## config.mk

```make
export PLATFORM = sky130hd
export DESIGN_NAME = uart_line_modem_control
export DESIGN_NICKNAME = d
export VERILOG_FILES = /design/src/verilog/uart_line_modem_control.v /design/src/verilog/uart_rx_store.v /design/src/verilog/uart_serial_engine.v
export VERILOG_INCLUDE_DIRS = /design/src /design/src/inc
export SDC_FILE = /design/constraint.sdc
export NUM_CORES = 1
export LEC_CHECK = 0
export BUFFER_PORTS_ARGS = -buffer_cell sky130_fd_sc_hd__buf_4
export CORE_UTILIZATION = 56
export CTS_CLUSTER_SIZE = 25
export DETAILED_ROUTE_END_ITERATION = 10
export GPL_ROUTABILITY_DRIVEN = 0
export GPL_TIMING_DRIVEN = 0
export MAX_ROUTING_LAYER = met4
export PLACE_DENSITY = 0.77
export SLEW_MARGIN = 40
export SYNTH_ARGS = -nofsm -noshare
export SYNTH_HDL_FRONTEND = slang
export SYNTH_HIERARCHICAL = 1
export SYNTH_SLANG_ARGS = --single-unit
```

## constraint.sdc

```tcl
create_clock -name i_clk_sys -period 3 [get_ports i_clk_sys]
set_clock_uncertainty 0.1 [all_clocks]
set_input_delay 0.6 -clock i_clk_sys [delete_from_list [all_inputs] [get_ports i_clk_sys]]
set_output_delay 0.6 -clock i_clk_sys [all_outputs]
set_load 0.01 [all_outputs]
```

## src/inc/uart_lmc_consts.vh

```
// Purpose: Offsets, field positions, reset values and timing counts of the
//          line and modem control block
// Assumes: APB with 32-bit data, one register per aligned word
// Notes:   Definitions only
`ifndef UART_LMC_CONSTS_VH
`define UART_LMC_CONSTS_VH

`define ADR_DATA     8'h00
`define ADR_IEN      8'h04
`define ADR_IIDF     8'h08
`define ADR_LCTL     8'h0C
`define ADR_MCTL     8'h10
`define ADR_STAT     8'h14

`define LC_DIVISOR_ACCESS_BIT      7
`define LC_BRK       6
`define LC_EPS       4
`define LC_PEN       3
`define LC_STOP      2
`define LC_DLS_HI    1
`define LC_DLS_LO    0

`define MC_AUTO_FLOW_ON      5
`define MC_LOOP      4
`define MC_RTS       1

`define FC_TRIG_HI   7
`define FC_TRIG_LO   6
`define FC_TXRST     2
`define FC_RXRST     1
`define FC_FIFOE     0

`define LCTL_RST     8'h00
`define MCTL_RST     8'h00
`define IEN_RST      8'h00
`define TRIG_RST     2'h1
`define DIV_RST      16'h0001

`define IID_BUSY     4'h7
`define IID_NONE     4'h1

`define HALF_OVS     19'h00008
`define RX_DEPTH     5'h10
`define TRIG_L0      5'h01
`define TRIG_L1      5'h04
`define TRIG_L2      5'h08
`define TRIG_L3      5'h0E

`endif

```

## src/verilog/uart_line_modem_control.v

```verilog
// Purpose: Line and modem control of an asynchronous serial port, APB slave
// Assumes: APB inputs synchronous to i_clk_sys; serial pins idle high
// Notes:   One transmit holding byte, sixteen-byte receive store
//
// Overview of operation
// Line control writes while busy change only the break bit.
// Line control reads back at any time.
// Divisor-access bit 7 maps divisor bytes onto data and enable offsets.
// Software clears divisor-access bit before normal data access.
// Break bit 6 holds serial output low unless in loopback.
// Parity enable bit 3 adds and checks parity on each character.
// Bit 4 set gives even parity, clear gives odd.
// Stop bit 2: one stop, or 1.5 for five bits, else two.
// Receiver checks only the first stop bit.
// Bits 1:0 choose five to eight data bits.
// Software enabling auto flow also enables FIFOs and request-to-send.
// Loopback bit 4 holds output high and feeds transmit to receiver.
// Interrupt sources behave the same in loopback.
// Loopback ignores external clear-to-send and uses own request-to-send.
// Request-to-send bit 1 drives the active-low output inversely.
// Auto flow may additionally force request-to-send output high.
// Request-to-send field clear means constant backpressure.
// Auto flow raises backpressure at the receive trigger level.
// Busy line control write flags busy-detect, cleared by status read.
// Parity follows last data bit; data goes least significant first.
//
// Our own choices: the register offsets and the APB register port.
`timescale 1ns/1ps
`default_nettype none
`include "uart_lmc_consts.vh"
module uart_line_modem_control (
   input  wire        i_clk_sys,
   input  wire        i_rstn,
   input  wire        i_psel,
   input  wire        i_penable,
   input  wire        i_pwrite,
   input  wire [7:0]  i_paddr,
   input  wire [31:0] i_pwdata,
   output reg  [31:0] o_prdata,
   output reg         o_pready,
   output reg         o_pslverr,
   input  wire        i_sin,
   input  wire        i_cts_n,
   output reg         o_sout,
   output reg         o_rts_n
);
   reg  [7:0]  lctl_q;
   reg  [7:0]  mctl_q;
   reg  [7:0]  ien_q;
   reg  [15:0] div_q;
   reg         fifo_en_q;
   reg  [1:0]  trig_q;
   reg  [7:0]  thr_q;
   reg         thr_full_q;
   reg         busy_det_q;
   reg  [3:0]  wp_q;
   reg  [3:0]  rp_q;
   reg  [4:0]  lvl_q;
   reg  [31:0] rdata_d;
   reg         mapped_d;
   reg  [4:0]  trig_lvl_d;

   wire        tx_line;
   wire        tx_busy;
   wire        rx_busy;
   wire        rx_done;
   wire [7:0]  rx_data;
   wire [7:0]  store_rdata;

   wire        divisor_access_bit     = lctl_q[`LC_DIVISOR_ACCESS_BIT];
   wire        loop     = mctl_q[`MC_LOOP];
   wire        auto_flow_on     = mctl_q[`MC_AUTO_FLOW_ON];
   wire        port_busy = tx_busy | rx_busy | thr_full_q;
   wire        acc      = i_psel & i_penable;
   wire        done     = acc & o_pready;
   wire        wr       = done & i_pwrite & ~o_pslverr;
   wire        rd       = done & ~i_pwrite & ~o_pslverr;
   wire        wr_data  = wr & (i_paddr == `ADR_DATA);
   wire        wr_ien   = wr & (i_paddr == `ADR_IEN);
   wire        wr_fctl  = wr & (i_paddr == `ADR_IIDF);
   wire        wr_lctl  = wr & (i_paddr == `ADR_LCTL);
   wire        wr_mctl  = wr & (i_paddr == `ADR_MCTL);
   wire        rd_data  = rd & (i_paddr == `ADR_DATA) & ~divisor_access_bit;
   wire        rd_stat  = rd & (i_paddr == `ADR_STAT);
   wire [4:0]  cap      = fifo_en_q ? `RX_DEPTH : 5'h01;
   wire        rx_flush = wr_fctl & (i_pwdata[`FC_RXRST] |
                          (i_pwdata[`FC_FIFOE] != fifo_en_q));
   wire        push     = rx_done & (lvl_q < cap) & ~rx_flush;
   wire        pop      = rd_data & (lvl_q != 5'h00) & ~rx_flush;

   // Backpressure: software field clear, or auto flow at the trigger level
   wire        bp_fill  = auto_flow_on & fifo_en_q & (lvl_q >= trig_lvl_d);
   wire        rts_on   = mctl_q[`MC_RTS] & ~bp_fill;
   wire        cts_on   = loop ? rts_on : ~i_cts_n;
   wire        tx_go    = thr_full_q & ~tx_busy & (~auto_flow_on | cts_on);
   wire        line_out = lctl_q[`LC_BRK] ? 1'b0 : tx_line;
   wire        rx_in    = loop ? line_out : i_sin;
   wire [18:0] half_len = {div_q, 3'h0};

   always @* begin
      case (trig_q)
         2'h0:    trig_lvl_d = `TRIG_L0;
         2'h1:    trig_lvl_d = `TRIG_L1;
         2'h2:    trig_lvl_d = `TRIG_L2;
         default: trig_lvl_d = `TRIG_L3;
      endcase
   end

   uart_serial_engine u_engine (
      .i_clk_sys  (i_clk_sys),
      .i_rstn     (i_rstn),
      .i_half_len (half_len),
      .i_tx_start (tx_go),
      .i_tx_data  (thr_q),
      .i_dls      (lctl_q[`LC_DLS_HI:`LC_DLS_LO]),
      .i_pen      (lctl_q[`LC_PEN]),
      .i_eps      (lctl_q[`LC_EPS]),
      .i_stop     (lctl_q[`LC_STOP]),
      .i_rxd      (rx_in),
      .o_tx_line  (tx_line),
      .o_tx_busy  (tx_busy),
      .o_rx_busy  (rx_busy),
      .o_rx_done  (rx_done),
      .o_rx_data  (rx_data),
      .o_rx_perr  (),
      .o_rx_ferr  ()
   );

   uart_rx_store u_store (
      .i_clk_sys (i_clk_sys),
      .i_we      (push),
      .i_waddr   (wp_q),
      .i_wdata   (rx_data),
      .i_raddr   (rp_q),
      .o_rdata   (store_rdata)
   );

   // Read mux; offsets not listed answer with an error
   always @* begin
      rdata_d  = 32'h00000000;
      mapped_d = 1'b1;
      case (i_paddr)
         `ADR_DATA: begin
            rdata_d[7:0] = divisor_access_bit ? div_q[7:0] : store_rdata;
         end
         `ADR_IEN: begin
            rdata_d[7:0] = divisor_access_bit ? div_q[15:8] : ien_q;
         end
         `ADR_IIDF: begin
            rdata_d[7:0] = {fifo_en_q, fifo_en_q, 2'h0,
                            busy_det_q ? `IID_BUSY : `IID_NONE};
         end
         `ADR_LCTL: begin
            rdata_d[7:0] = lctl_q;
         end
         `ADR_MCTL: begin
            rdata_d[7:0] = mctl_q;
         end
         `ADR_STAT: begin
            rdata_d[0] = port_busy;
         end
         default: begin
            mapped_d = 1'b0;
         end
      endcase
   end

   // One wait state: ready rises in the second access cycle
   always @(posedge i_clk_sys or negedge i_rstn) begin
      if (!i_rstn) begin
         o_pready  <= 1'b0;
         o_pslverr <= 1'b0;
         o_prdata  <= 32'h00000000;
      end else begin
         o_pready  <= acc & ~o_pready;
         o_pslverr <= acc & ~o_pready & ~mapped_d;
         if (acc & ~o_pready) begin
            o_prdata <= i_pwrite ? 32'h00000000 : rdata_d;
         end
      end
   end

   always @(posedge i_clk_sys or negedge i_rstn) begin
      if (!i_rstn) begin
         lctl_q     <= `LCTL_RST;
         mctl_q     <= `MCTL_RST;
         ien_q      <= `IEN_RST;
         div_q      <= `DIV_RST;
         fifo_en_q  <= 1'b0;
         trig_q     <= `TRIG_RST;
         busy_det_q <= 1'b0;
      end else begin
         if (wr_lctl) begin
            if (port_busy) begin
               lctl_q[`LC_BRK] <= i_pwdata[`LC_BRK];
            end else begin
               lctl_q <= i_pwdata[7:0];
            end
         end
         if (wr_mctl) begin
            mctl_q <= i_pwdata[7:0] & 8'h32;
         end
         if (wr_data & divisor_access_bit) begin
            div_q[7:0] <= i_pwdata[7:0];
         end
         if (wr_ien & divisor_access_bit) begin
            div_q[15:8] <= i_pwdata[7:0];
         end
         if (wr_ien & ~divisor_access_bit) begin
            ien_q <= i_pwdata[7:0] & 8'h8F;
         end
         if (wr_fctl) begin
            fifo_en_q <= i_pwdata[`FC_FIFOE];
            trig_q    <= i_pwdata[`FC_TRIG_HI:`FC_TRIG_LO];
         end
         // A new busy write wins over a status read in the same cycle;
         // loopback leaves this source untouched
         if (wr_lctl & port_busy) begin
            busy_det_q <= 1'b1;
         end else if (rd_stat) begin
            busy_det_q <= 1'b0;
         end
      end
   end

   // Transmit holding byte; a write while full replaces the byte
   always @(posedge i_clk_sys or negedge i_rstn) begin
      if (!i_rstn) begin
         thr_q      <= 8'h00;
         thr_full_q <= 1'b0;
      end else begin
         if (wr_data & ~divisor_access_bit) begin
            thr_q      <= i_pwdata[7:0];
            thr_full_q <= 1'b1;
         end else if (tx_go | (wr_fctl & i_pwdata[`FC_TXRST])) begin
            thr_full_q <= 1'b0;
         end
      end
   end

   // Receive store pointers; characters beyond capacity are dropped
   always @(posedge i_clk_sys or negedge i_rstn) begin
      if (!i_rstn) begin
         wp_q  <= 4'h0;
         rp_q  <= 4'h0;
         lvl_q <= 5'h00;
      end else if (rx_flush) begin
         wp_q  <= 4'h0;
         rp_q  <= 4'h0;
         lvl_q <= 5'h00;
      end else begin
         if (push) begin
            wp_q <= wp_q + 4'h1;
         end
         if (pop) begin
            rp_q <= rp_q + 4'h1;
         end
         case ({push, pop})
            2'b10:   lvl_q <= lvl_q + 5'h01;
            2'b01:   lvl_q <= lvl_q - 5'h01;
            default: lvl_q <= lvl_q;
         endcase
      end
   end

   // Pins come from flops; loopback parks both outputs inactive high
   always @(posedge i_clk_sys or negedge i_rstn) begin
      if (!i_rstn) begin
         o_sout  <= 1'b1;
         o_rts_n <= 1'b1;
      end else begin
         o_sout  <= loop ? 1'b1 : line_out;
         o_rts_n <= loop ? 1'b1 : ~rts_on;
      end
   end
endmodule // uart_line_modem_control
`default_nettype wire

```

## src/verilog/uart_rx_store.v

```verilog
// Purpose: Receive character store, sixteen bytes
// Assumes: One write and one read address per cycle
// Notes:   Read data is registered, one cycle behind the address
`timescale 1ns/1ps
`default_nettype none
module uart_rx_store (
   input  wire       i_clk_sys,
   input  wire       i_we,
   input  wire [3:0] i_waddr,
   input  wire [7:0] i_wdata,
   input  wire [3:0] i_raddr,
   output reg  [7:0] o_rdata
);
   reg [7:0] mem_q [0:15];

   always @(posedge i_clk_sys) begin
      if (i_we) begin
         mem_q[i_waddr] <= i_wdata;
      end
      o_rdata <= mem_q[i_raddr];
   end
endmodule // uart_rx_store
`default_nettype wire

```

## src/verilog/uart_serial_engine.v

```verilog
// Purpose: Character transmitter and receiver in half-bit steps
// Assumes: Half-bit length in clocks given by the caller, at least one
// Notes:   Receiver restarts its own timing on every start edge
`timescale 1ns/1ps
`default_nettype none
module uart_serial_engine (
   input  wire        i_clk_sys,
   input  wire        i_rstn,
   input  wire [18:0] i_half_len,
   input  wire        i_tx_start,
   input  wire [7:0]  i_tx_data,
   input  wire [1:0]  i_dls,
   input  wire        i_pen,
   input  wire        i_eps,
   input  wire        i_stop,
   input  wire        i_rxd,
   output wire        o_tx_line,
   output wire        o_tx_busy,
   output wire        o_rx_busy,
   output reg         o_rx_done,
   output reg  [7:0]  o_rx_data,
   output reg         o_rx_perr,
   output reg         o_rx_ferr
);
   localparam [1:0] RX_IDLE  = 2'h0;
   localparam [1:0] RX_START = 2'h1;
   localparam [1:0] RX_BITS  = 2'h2;

   function [7:0] mask_data;
      input [7:0] d;
      input [1:0] char_length_sel;
      begin
         mask_data = d & (8'hFF >> (3'h3 - {1'b0, char_length_sel}));
      end
   endfunction

   // Even: parity equals xor of data; odd: its inverse
   function par_bit;
      input [7:0] d;
      input       parity_even_select;
      begin
         par_bit = (^d) ^ ~parity_even_select;
      end
   endfunction

   reg  [11:0] frame_q;
   reg  [4:0]  half_q;
   reg         ph_q;
   reg  [18:0] tcnt_q;
   reg  [19:0] rcnt_q;
   reg  [1:0]  rst_q;
   reg  [3:0]  idx_q;
   reg  [9:0]  sh_q;
   reg  [11:0] frame_d;
   reg  [4:0]  total_d;
   reg  [7:0]  rd_d;
   integer     i;
   wire [3:0]  nb    = {2'h0, i_dls} + 4'h5;
   wire [3:0]  last  = nb + {3'h0, i_pen};
   wire        ttick = (tcnt_q == 19'h00000);
   wire        rtick = (rcnt_q == 20'h00000);

   assign o_tx_line = frame_q[0];
   assign o_tx_busy = (half_q != 5'h00);
   assign o_rx_busy = (rst_q != RX_IDLE);

   always @* begin
      frame_d = 12'hFFE;
      for (i = 0; i < 8; i = i + 1) begin
         if (i < nb) begin
            frame_d[i + 1] = i_tx_data[i];
         end
      end
      if (i_pen) begin
         frame_d[nb + 4'h1] = par_bit(mask_data(i_tx_data, i_dls), i_eps);
      end
      total_d = {nb, 1'b0} + {3'h0, i_pen, 1'b0} + 5'h02;
      if (!i_stop) begin
         total_d = total_d + 5'h02;
      end else if (i_dls == 2'h0) begin
         total_d = total_d + 5'h03;
      end else begin
         total_d = total_d + 5'h04;
      end
      rd_d = mask_data(sh_q[7:0], i_dls);
   end

   always @(posedge i_clk_sys or negedge i_rstn) begin
      if (!i_rstn) begin
         frame_q <= 12'hFFF;
         half_q  <= 5'h00;
         ph_q    <= 1'b0;
         tcnt_q  <= 19'h00000;
      end else if (!o_tx_busy) begin
         tcnt_q <= i_half_len - 19'h00001;
         ph_q   <= 1'b0;
         if (i_tx_start) begin
            frame_q <= frame_d;
            half_q  <= total_d;
         end
      end else begin
         tcnt_q <= ttick ? i_half_len - 19'h00001 : tcnt_q - 19'h00001;
         if (ttick) begin
            half_q <= half_q - 5'h01;
            ph_q   <= ~ph_q;
            if (ph_q) begin
               frame_q <= {1'b1, frame_q[11:1]};
            end
         end
      end
   end

   always @(posedge i_clk_sys or negedge i_rstn) begin
      if (!i_rstn) begin
         rst_q     <= RX_IDLE;
         rcnt_q    <= 19'h00000;
         idx_q     <= 4'h0;
         sh_q      <= 10'h000;
         o_rx_done <= 1'b0;
         o_rx_data <= 8'h00;
         o_rx_perr <= 1'b0;
         o_rx_ferr <= 1'b0;
      end else begin
         o_rx_done <= 1'b0;
         rcnt_q    <= rtick ? {1'b0, i_half_len} - 20'h00001 : rcnt_q - 20'h00001;
         case (rst_q)
            RX_IDLE: begin
               rcnt_q <= {1'b0, i_half_len} - 20'h00001;
               idx_q  <= 4'h0;
               if (!i_rxd) begin
                  rst_q <= RX_START;
               end
            end
            RX_START: begin
               if (rtick) begin
                  rst_q  <= i_rxd ? RX_IDLE : RX_BITS;
                  rcnt_q <= {i_half_len, 1'b0} - 20'h00001;
               end
            end
            RX_BITS: begin
               if (rtick) begin
                  rcnt_q <= {i_half_len, 1'b0} - 20'h00001;
                  if (idx_q == last) begin
                     // Only the first stop bit is looked at
                     rst_q     <= RX_IDLE;
                     o_rx_done <= 1'b1;
                     o_rx_data <= rd_d;
                     o_rx_ferr <= ~i_rxd;
                     o_rx_perr <= i_pen & (sh_q[nb] != par_bit(rd_d, i_eps));
                  end else begin
                     sh_q[idx_q] <= i_rxd;
                     idx_q       <= idx_q + 4'h1;
                  end
               end
            end
            default: begin
               rst_q <= RX_IDLE;
            end
         endcase
      end
   end
endmodule // uart_serial_engine
`default_nettype wire
```

* Word-level counts from Yosys, hierarchy flattened
Memories as Yosys holds them, arrays and structs flattened. A register that Yosys moved wholly into a read port is not among the register bits. Cells that the tools add are included.
Word-level totals: bits in registers 176, bits in latches 0, RAM bits 128, ROM bits 0, input bits 47, output and inout bits 36, word-level logic and storage cells 237, memories kept 1
Memory list:
- u_store.mem_q | depth 16, bits a word 8, rd ports 1, clocked after memory_dff 1, write ports 1, line uart_rx_store.v:14 | reg [7:0] mem_q [0:15];
Cells by class: add/sub/neg operators 20, multipliers 0, divide/modulo/power cells 0, magnitude comparators 14, eq/ne operators 20, shifts and indexed selects 1, muxes and demuxes 69, bitwise logic cells 55, reductions and logical operators 28
Operators with widths (count):
- $mux 12 | 5
- $mux 20 | 2
- $pmux 20 s2 | 1
- $sub 20x1->20 const B | 2
- $mux 19 | 2
- $sub 19x1->19 const B | 2
- $mux 5 | 7
- $pmux 7 s5 | 1
- $and 1x1->1 | 32
- $mux 1 | 27
- $mux 4 | 6
- $mux 8 | 3
- $logic_not 20->1 | 1
- $sub 19x1->20 const B | 1
- $logic_not 19->1 | 1
- $add 4x1->4 const B | 4
- $and 8x8->8 | 2
- $eq 8x4->1 const B | 2
- $eq 8x5->1 const B | 2
- $lt 3x4->1 const A | 4
- $add 5x2->5 const B | 3
- $not 1->1 | 15
- $reduce_bool 2->1 | 7
- $bwmux 12 | 1
- other kinds (43) | 74

* Logic depth before layout (Yosys ltp)
Gate-level depths: netlist (run 1).
word-level depth 12, depth in mapped cells 14, mapped depth without buffers 12

* Modules after synthesis
The synthesis (run 1) kept the hierarchy.
Modules (own cells, without submodules):
- uart_serial_engine | instances 1, cells each 658, area an instance 5733.0 um^2, sequential area each 2117.0 um^2
- uart_rx_store | instances 1, cells each 229, area an instance 5147.4 um^2, sequential area each 4003.8 um^2
- uart_line_modem_control | instances 1, cells each 355, area an instance 3818.7 um^2, sequential area each 1756.7 um^2

* Worst setup path before layout (run 1)
Ideal clock, no wire load.
path kind reg-to-reg, start point register lctl_q[0], end point register u_engine.sh_q[4], setup time 0.125 ns, arrival 2.914 ns, required time 2.775 ns, setup slack -0.139 ns, stages on the path, launching flop included 12, path buffers 1, period minus slack after synthesis 3.139 ns, path through dfrtp_1 -> inv_1 -> ha_1 -> inv_1 -> fa_1 -> xor2_1 -> o211ai_1 -> or4b_1 -> buf_2 -> nor3b_4 -> nand2_1 -> mux2_4
On the way: cells in the longest elaborated chain, start to end 5
RTL lines:
- from (decl) | line uart_line_modem_control.v:47 | reg [7:0] lctl_q;
- from (signal assigned) | line uart_line_modem_control.v:185 | lctl_q <= `LCTL_RST;
- from (signal, indexed assignment) | line uart_line_modem_control.v:195 | lctl_q[`LC_BRK] <= i_pwdata[`LC_BRK];
- from (signal assigned) | line uart_line_modem_control.v:197 | lctl_q <= i_pwdata[7:0];
- $add 2x3->4 | line uart_serial_engine.v:58 | wire [3:0] nb = {2'h0, i_dls} + 4'h5;
- $add 4x1->4 | line uart_serial_engine.v:59 | wire [3:0] last = nb + {3'h0, i_pen};
- $eq 4x4->1 | line uart_serial_engine.v:143 | if (idx_q == last) begin
- $not 1->1 (no line)
- $reduce_and 3->1 (no line)
- to (signal, indexed assignment) | line uart_serial_engine.v:151 | sh_q[idx_q] <= i_rxd;
- to (decl) | line uart_serial_engine.v:53 | reg [9:0] sh_q;
Every way passes these cells. A chain may end at the register's enable or synchronous reset.

* Final worst setup path (run 1)
start point register o_pready, end point memory u_store.mem_q[0][7] (enable)
On the way: cells in the longest elaborated chain, start to end 9
RTL lines:
- from (decl) | line uart_line_modem_control.v:40 | output reg o_pready,
- from (signal assigned) | line uart_line_modem_control.v:175 | o_pready <= acc & ~o_pready;
- $and 1x1->1 | line uart_line_modem_control.v:75 | wire done = acc & o_pready;
- $and 1x1->1 (2 in series) | line uart_line_modem_control.v:76 | wire wr = done & i_pwrite & ~o_pslverr;
- $and 1x1->1 | line uart_line_modem_control.v:80 | wire wr_fctl = wr & (i_paddr == `ADR_IIDF);
- $and 1x1->1 | line uart_line_modem_control.v:86 | wire rx_flush = wr_fctl & (i_pwdata[`FC_RXRST] |
- $not 1->1 | line uart_line_modem_control.v:88 | wire push = rx_done & (lvl_q < cap) & ~rx_flush;
- $and 1x1->1 | line uart_line_modem_control.v:88
- net push | line uart_line_modem_control.v:88
- $mux 1 | line uart_rx_store.v:17 | if (i_we) begin
- $mux 1 (not written as such) | line uart_rx_store.v:18 | mem_q[i_waddr] <= i_wdata;
- to (decl) | line uart_rx_store.v:14
The timed path passes the listed nets, and every way through them passes these cells.

==> results of run 1 <==
==> stage by stage <==
stage          cells  setup WS [ns]  cell area, µm²
2_1_floorplan   1253         0.0658           14600
3_3_place_gp    1616         -0.540           15200
3_5_place_dp    1618         -0.593           15300
4_1_cts         1682        0.00482           16500
5_1_grt         1688        -0.0324           16600
6_report        1688         0.0240           16600
==> state kept, by name (all words and copies together), names as in the netlist, 2 cells and up <==
register            flops
ien_q                   5
wp_q                    4
u_engine/o_rx_data      8
u_store/mem_q         128
u_engine/frame_q       12
lvl_q                   5
u_engine/idx_q          4
thr_q                   8
rp_q                    4
u_store/o_rdata         8
o_prdata                8
mctl_q                  3
div_q                  16
u_engine/rst_q          2
lctl_q                  8
u_engine/sh_q           8
u_engine/tcnt_q        19
u_engine/rcnt_q        20
u_engine/half_q         5
trig_q                  2
==> final cells by class <==
class | count | area (µm²) | area share (%)
Sequential cell | 286 | 7780 | 46.7
Multi-Input combinational cell | 852 | 6390 | 38.4
Clock buffer | 41 | 812 | 4.88
Timing Repair Buffer | 52 | 478 | 2.87
Tap cell | 330 | 413 | 2.48
Buffer | 67 | 409 | 2.46
Clock inverter | 15 | 196 | 1.18
Inverter | 45 | 171 | 1.03
==> power by group <==
group	switching [W]	internal (W)	total, W
clock	0.00153	0.00224	0.00377
combinational	0.000984	0.000626	0.00161
sequential	0.000222	0.00425	0.00447
==> what timing repair did <==
item / in CTS / in global routing
endpoints found under the hold margin: 47 / 0
pin swaps: 4 / 13
endpoints found under the setup margin: 152 / 151
buffers inserted: 8 / 9
resized for setup: 26 / 30
hold buffers: 1 / 0
==> worst register-to-register path: stages (launching register included) <==
cell and delay [ns]:
sky130_fd_sc_hd__dfrtp_1 0.39, sky130_fd_sc_hd__nand4b_1 0.10, sky130_fd_sc_hd__buf_4 0.16, sky130_fd_sc_hd__nor4_4 0.05, sky130_fd_sc_hd__buf_4 0.16, sky130_fd_sc_hd__and3_1 0.19
sky130_fd_sc_hd__clkbuf_1 0.20, sky130_fd_sc_hd__nor2_2 0.33, sky130_fd_sc_hd__or3b_2 0.62, sky130_fd_sc_hd__nor3_4 0.24, sky130_fd_sc_hd__buf_12 0.15
==> worst max path at each step <==
stage / start / end / slack (ns) / depth (start not counted)
floorplan: lctl_q[0] / u_engine/sh_q[4] / 0.07 / 11
global placement: i_penable / u_store/mem_q[12][4] / -0.54 / 8
detailed placement: u_engine/half_q[0] / u_engine/frame_q[2] / -0.59 / 13
CTS: fifo_en_q / lvl_q[4] / 0.005 / 11
global route: o_pready / u_store/mem_q[0][7] / -0.03 / 10
finish: o_pready / u_store/mem_q[0][7] / 0.02 / 10
==> metal layers <==
| metal | GRT usage [%] | vias up |
|---|---|---|
| met5 | - | - |
| met4 | 9.61 | 0 |
| met3 | 4.71 | 70 |
| met2 | 45.4 | 447 |
| met1 | 35.5 | 5085 |
| li1 | - | 4658 |
==> out/summary.log, run 1 <==
qor: job.max_cap_violations 0
qor: critical_path.arrival 3.15 ns
qor: route.detail-route-antenna-nets 0
qor: floorplan.core 25200 µm²
qor: hold_path.holdCritStartpoint i_pwrite
qor: clock_network.cts_htree_levels 1
qor: route.dr_wl_met3 2520 µm
qor: global_route.first_global_vias 10000
qor: logic_synthesis.yosysWarnings 6
qor: critical_path.setup_slack_reg_to_reg 0.02 ns
qor: sta.finalSetupViolations 0
qor: power.power.static_leakage 6.91 nW
qor: place.dp_hpwl 23800 µm
qor: route.route.met2.wl 17200 µm
qor: route.routed.top_layer met4
qor: place.portBuffers 33
qor: floorplan.initial_utilization 57.2%
qor: route.detail_route.drc_violations 0
qor: critical_path.worst_r2r_startpoint o_pready
qor: clock_network.root_buffer sky130_fd_sc_hd__clkbuf_16
qor: final_layout.syn2layout_area_growth 15.5%
qor: floorplan.core.rowCount 58
qor: critical_path.reg2reg_depth 10
qor: sta.post-route-period-util 99.2%
qor: critical_path.cpPeakStageDelay 0.62 ns
qor: clock_network.cts.sinks 286
qor: logic_synthesis.syn-mean-instance-area 11.9 µm²
qor: global_route.grt_start_max_net_pins 54
qor: logic_synthesis.post_synth_instance_area 14400 µm²
qor: clock_network.clk_transition_reported_paths 0.06 ns
qor: sta.timing.hold.ws 0.185 ns
qor: critical_path.timing.critical_path.mode_cell sky130_fd_sc_hd__buf_4
qor: floorplan.io_pins 83
qor: final_layout.antennaDiodeCount 0
qor: critical_path.cp_top_family simple AND/OR/NAND/NOR gates
qor: logic_synthesis.synthesis.instances 1216
qor: final_layout.commonest_non_fill_non_tap_cells_in_the_layout sky130_fd_sc_hd__dfrtp_1 (130), sky130_fd_sc_hd__edfxtp_1 (128), sky130_fd_sc_hd__nand2_1 (115), sky130_fd_sc_hd__nor2_1 (84), sky130_fd_sc_hd__buf_4 (70)
qor: route.met1Wirelength 14500 µm
qor: power.report.power.total 0.00985 W
qor: final_layout.fin_nets 1421
qor: route.vias_per_cell 6.08
qor: clock_network.cts_tree yes
qor: critical_path.crit_path_top_delay_cell sky130_fd_sc_hd__or3b_2
qor: final_layout.most_common_cell_after_layout_fill_and_taps_aside sky130_fd_sc_hd__dfrtp_1
qor: sta.grt_setup_unrepaired true
qor: clock_network.worst_skew_pair.late_latency 0.56 ns
qor: route.mean_routed_wirelength_per_cell 20.9 µm
qor: critical_path.timing.critical_path.required 3.17 ns
qor: sta.final_period_minus_worst_setup_slack 2.98 ns
qor: final_layout.drive_above_1_share 22.2%
qor: hold_path.hold_path.class primary input to flip-flop
qor: global_route.track_usage 27.9%
qor: floorplan.chipWidth 162 µm
qor: route.via_count 10300
qor: final_layout.finalCoreUtilization 66.1%
qor: critical_path.worstPathBufferInverterCount 4
qor: sta.setup_tns_after_final_layout 0 ns
qor: global_route.grt_antenna_before_repair 0
qor: global_route.globalRoute.totalOverflow 0
qor: floorplan.fp.dieArea 26400 µm²
qor: floorplan.die_h 162 µm
qor: sta.achievable-frequency 0.336 GHz
qor: final_layout.num-fill-cells 1798
qor: outcome.outcome complete, no violations
qor: power.power_per_cell_area 591 nW/µm²
qor: critical_path.timing.critical_path.cells nand4b_1 -> buf_4 -> nor4_4 -> buf_4 -> and3_1 -> clkbuf_1 -> nor2_2 -> or3b_2 -> nor3_4 -> buf_12
qor: route.drt_iter0_drc 945
qor: route.detail_route.first_pass.iterations 7
qor: route.route.final.wire_length 35300 µm
qor: power.vdd_ir_drop_max 492 µV
qor: clock_network.cts_buffer_depth 3
qor: sta.worst_slew_margin_rel 49.2%
qor: global_route.wire_length_of_the_first_global_routing_pass 54900 µm
qor: critical_path.critical_path.startpoint_type flip-flop
qor: sta.hold_viol 0
qor: critical_path.worst-setup-path-type flip-flop to flip-flop
qor: critical_path.worstPathMaxFanout 8
qor: sta.worstMarginPinSlew 0.755 ns
qor: hold_path.holdPathEnd o_prdata[1]
qor: clock_network.tritoncts.num_buffers 30
qor: critical_path.critical_path.reg2reg.endpoint u_store/mem_q[0][7]
qor: critical_path.timing.critical_path.to_type flip-flop
qor: sta.final-max-slew-violation-count 0
qor: hold_path.holdPathStages 2
Power figures use the tool's default switching activity.
==> run 2: changes to the inputs <==
Settings changed: CORE_ASPECT_RATIO from default to 1.4.
==> out/summary.log, run 2 (synthesis results as in run 1) <==
qor: critical_path.critical_path.startpoint_type flip-flop
qor: clock_network.cts_htree_levels 1
qor: sta.achievable-frequency 0.329 GHz
qor: outcome.outcome complete, but fails checks
qor: floorplan.io_pins 83
qor: job.max_cap_violations 0
qor: final_layout.commonest_non_fill_non_tap_cells_in_the_layout sky130_fd_sc_hd__dfrtp_1 (130), sky130_fd_sc_hd__edfxtp_1 (128), sky130_fd_sc_hd__nand2_1 (117), sky130_fd_sc_hd__nor2_1 (85), sky130_fd_sc_hd__buf_4 (65)
qor: final_layout.syn2layout_area_growth 14.9%
qor: outcome.failing_checks negative setup slack
qor: critical_path.worst-setup-path-type flip-flop to flip-flop
qor: final_layout.largest_register_ffs 128
qor: sta.worst_slew_margin_rel 38.1%
qor: critical_path.timing.critical_path.required 3.09 ns
qor: route.via_count 10100
qor: floorplan.fp.dieArea 26400 µm²
qor: route.detail_route.drc_violations 0
qor: final_layout.drive_above_1_share 21.7%
qor: route.vias_per_cell 6.08
qor: global_route.track_usage 29.0%
qor: global_route.wire_length_of_the_first_global_routing_pass 55500 µm
qor: clock_network.clk_transition_reported_paths 0.07 ns
qor: floorplan.die_h 192 µm
qor: sta.hold_viol 0
qor: critical_path.worstPathMaxFanout 8
qor: power.report.power.total 0.00998 W
qor: sta.final_period_minus_worst_setup_slack 3.04 ns
qor: clock_network.cts.sinks 286
qor: clock_network.root_buffer sky130_fd_sc_hd__clkbuf_16
qor: floorplan.core 25300 µm²
qor: clock_network.worst_skew_pair.late_latency 0.55 ns
qor: clock_network.cts_tree yes
qor: sta.post-route-period-util 101%
qor: sta.setup_tns_after_final_layout -0.588 ns
qor: sta.worstMarginPinSlew 0.915 ns
qor: clock_network.cts_buffer_depth 3
qor: sta.final-max-slew-violation-count 0
qor: power.vdd_ir_drop_max 543 µV
qor: final_layout.most_common_cell_after_layout_fill_and_taps_aside sky130_fd_sc_hd__dfrtp_1
qor: final_layout.antennaDiodeCount 0
qor: floorplan.core.rowCount 69
qor: critical_path.setup_slack_reg_to_reg -0.04 ns
qor: route.detail_route.first_pass.iterations 5
qor: critical_path.arrival 3.13 ns
qor: place.dp_hpwl 24900 µm
qor: floorplan.initial_utilization 57.0%
qor: sta.timing.final.ws_setup -0.0394 ns
qor: final_layout.fin_nets 1412
qor: sta.grt_setup_unrepaired true
qor: clock_network.tritoncts.num_buffers 29
qor: route.drt_iter0_drc 650
qor: global_route.first_global_vias 10300
qor: place.portBuffers 33
qor: power.power_per_cell_area 603 nW/µm²
qor: final_layout.largest_registers u_store/mem_q (128), u_engine/rcnt_q (20), u_engine/tcnt_q (19)
qor: power.power.static_leakage 6.86 nW
qor: route.route.final.wire_length 35900 µm
qor: sta.finalSetupViolations 16
qor: global_route.grt_antenna_before_repair 0
qor: floorplan.chipWidth 138 µm
qor: route.detail-route-antenna-nets 0
qor: route.mean_routed_wirelength_per_cell 21.5 µm
qor: hold_path.hold_path.class primary input to flip-flop
qor: global_route.grt_start_max_net_pins 55
qor: global_route.globalRoute.totalOverflow 0
qor: critical_path.timing.critical_path.to_type flip-flop
qor: final_layout.largest-register u_store/mem_q
==> run 2: worst paths after layout <==
path,from,to,depth (start not counted)
hold reg to reg,u_engine/frame_q[0],u_engine/frame_q[0],2
setup reg to reg,fifo_en_q,u_store/mem_q[1][0],7
max in group asynchronous,i_rstn,u_engine/frame_q[9],4
setup / recovery,fifo_en_q,u_store/mem_q[1][0],7
min in group asynchronous,i_rstn,lvl_q[2],2
hold / removal,i_pwrite,o_prdata[1],2
==> run 2: layout make-up <==
class	instances	area, µm²
Fill cell	1849	8740
Sequential cell	286	7780
Multi-Input combinational cell	852	6380
Clock buffer	32	737
Buffer	67	402
Tap cell	319	399
Timing Repair Buffer	44	393
Clock inverter	22	295
Inverter	45	171
==> run 2: stage by stage <==
stage / std cells / hold slack, ns / setup WS [ns] / cell area, µm² / util (%)
floorplan: 1253 / 0.204 / 0.0658 / 14600 / -
global placement: 1605 / 0.353 / -0.494 / 15200 / 60.1
detailed placement: 1607 / 0.357 / -0.525 / 15300 / 60.4
CTS: 1665 / 0.173 / 0.00564 / 16400 / 65.0
global route: 1667 / 0.175 / -0.123 / 16600 / 65.4
finish: 1667 / 0.187 / -0.0394 / 16600 / 65.4
==> run 2: metal layers <==
metal / vias to the layer above / part of all wire (%) / routed length (µm) / GRT usage [%]
li1: 4636 / - / - / -
met1: 4999 / 36 / 13000 / 30.7
met5: - / 0 / 0 / -
met4: 0 / 6.7 / 2420 / 19.5
met3: 126 / 5.3 / 1900 / 4.38
met2: 382 / 52 / 18600 / 49.7
==> run 2: worst max-delay path, cell delays in order, from the launching register on <==
cell,delay (ns)
sky130_fd_sc_hd__dfrtp_2,0.50
sky130_fd_sc_hd__inv_1,0.10
sky130_fd_sc_hd__ha_1,0.32
sky130_fd_sc_hd__nor3b_2,0.25
sky130_fd_sc_hd__a21oi_2,0.10
sky130_fd_sc_hd__nor2_1,0.28
sky130_fd_sc_hd__or3b_2,0.58
sky130_fd_sc_hd__nor2_2,0.43
==> run 2: power breakdown <==
group	leakage [nW]	switching, W	internal [W]
clock network	0.493	0.00152	0.00237
logic	3.07	0.000985	0.000626
registers	3.30	0.000227	0.00425
==> run 2: what timing repair did <==
item / 4_1_cts / 5_1_grt
buffers inserted: 5 / 3
pin swaps: 3 / 3
hold buffers: 1 / 0
hold endpoints to repair: 46 / 0
endpoints found under the setup margin: 154 / 139
resized for setup: 24 / 24
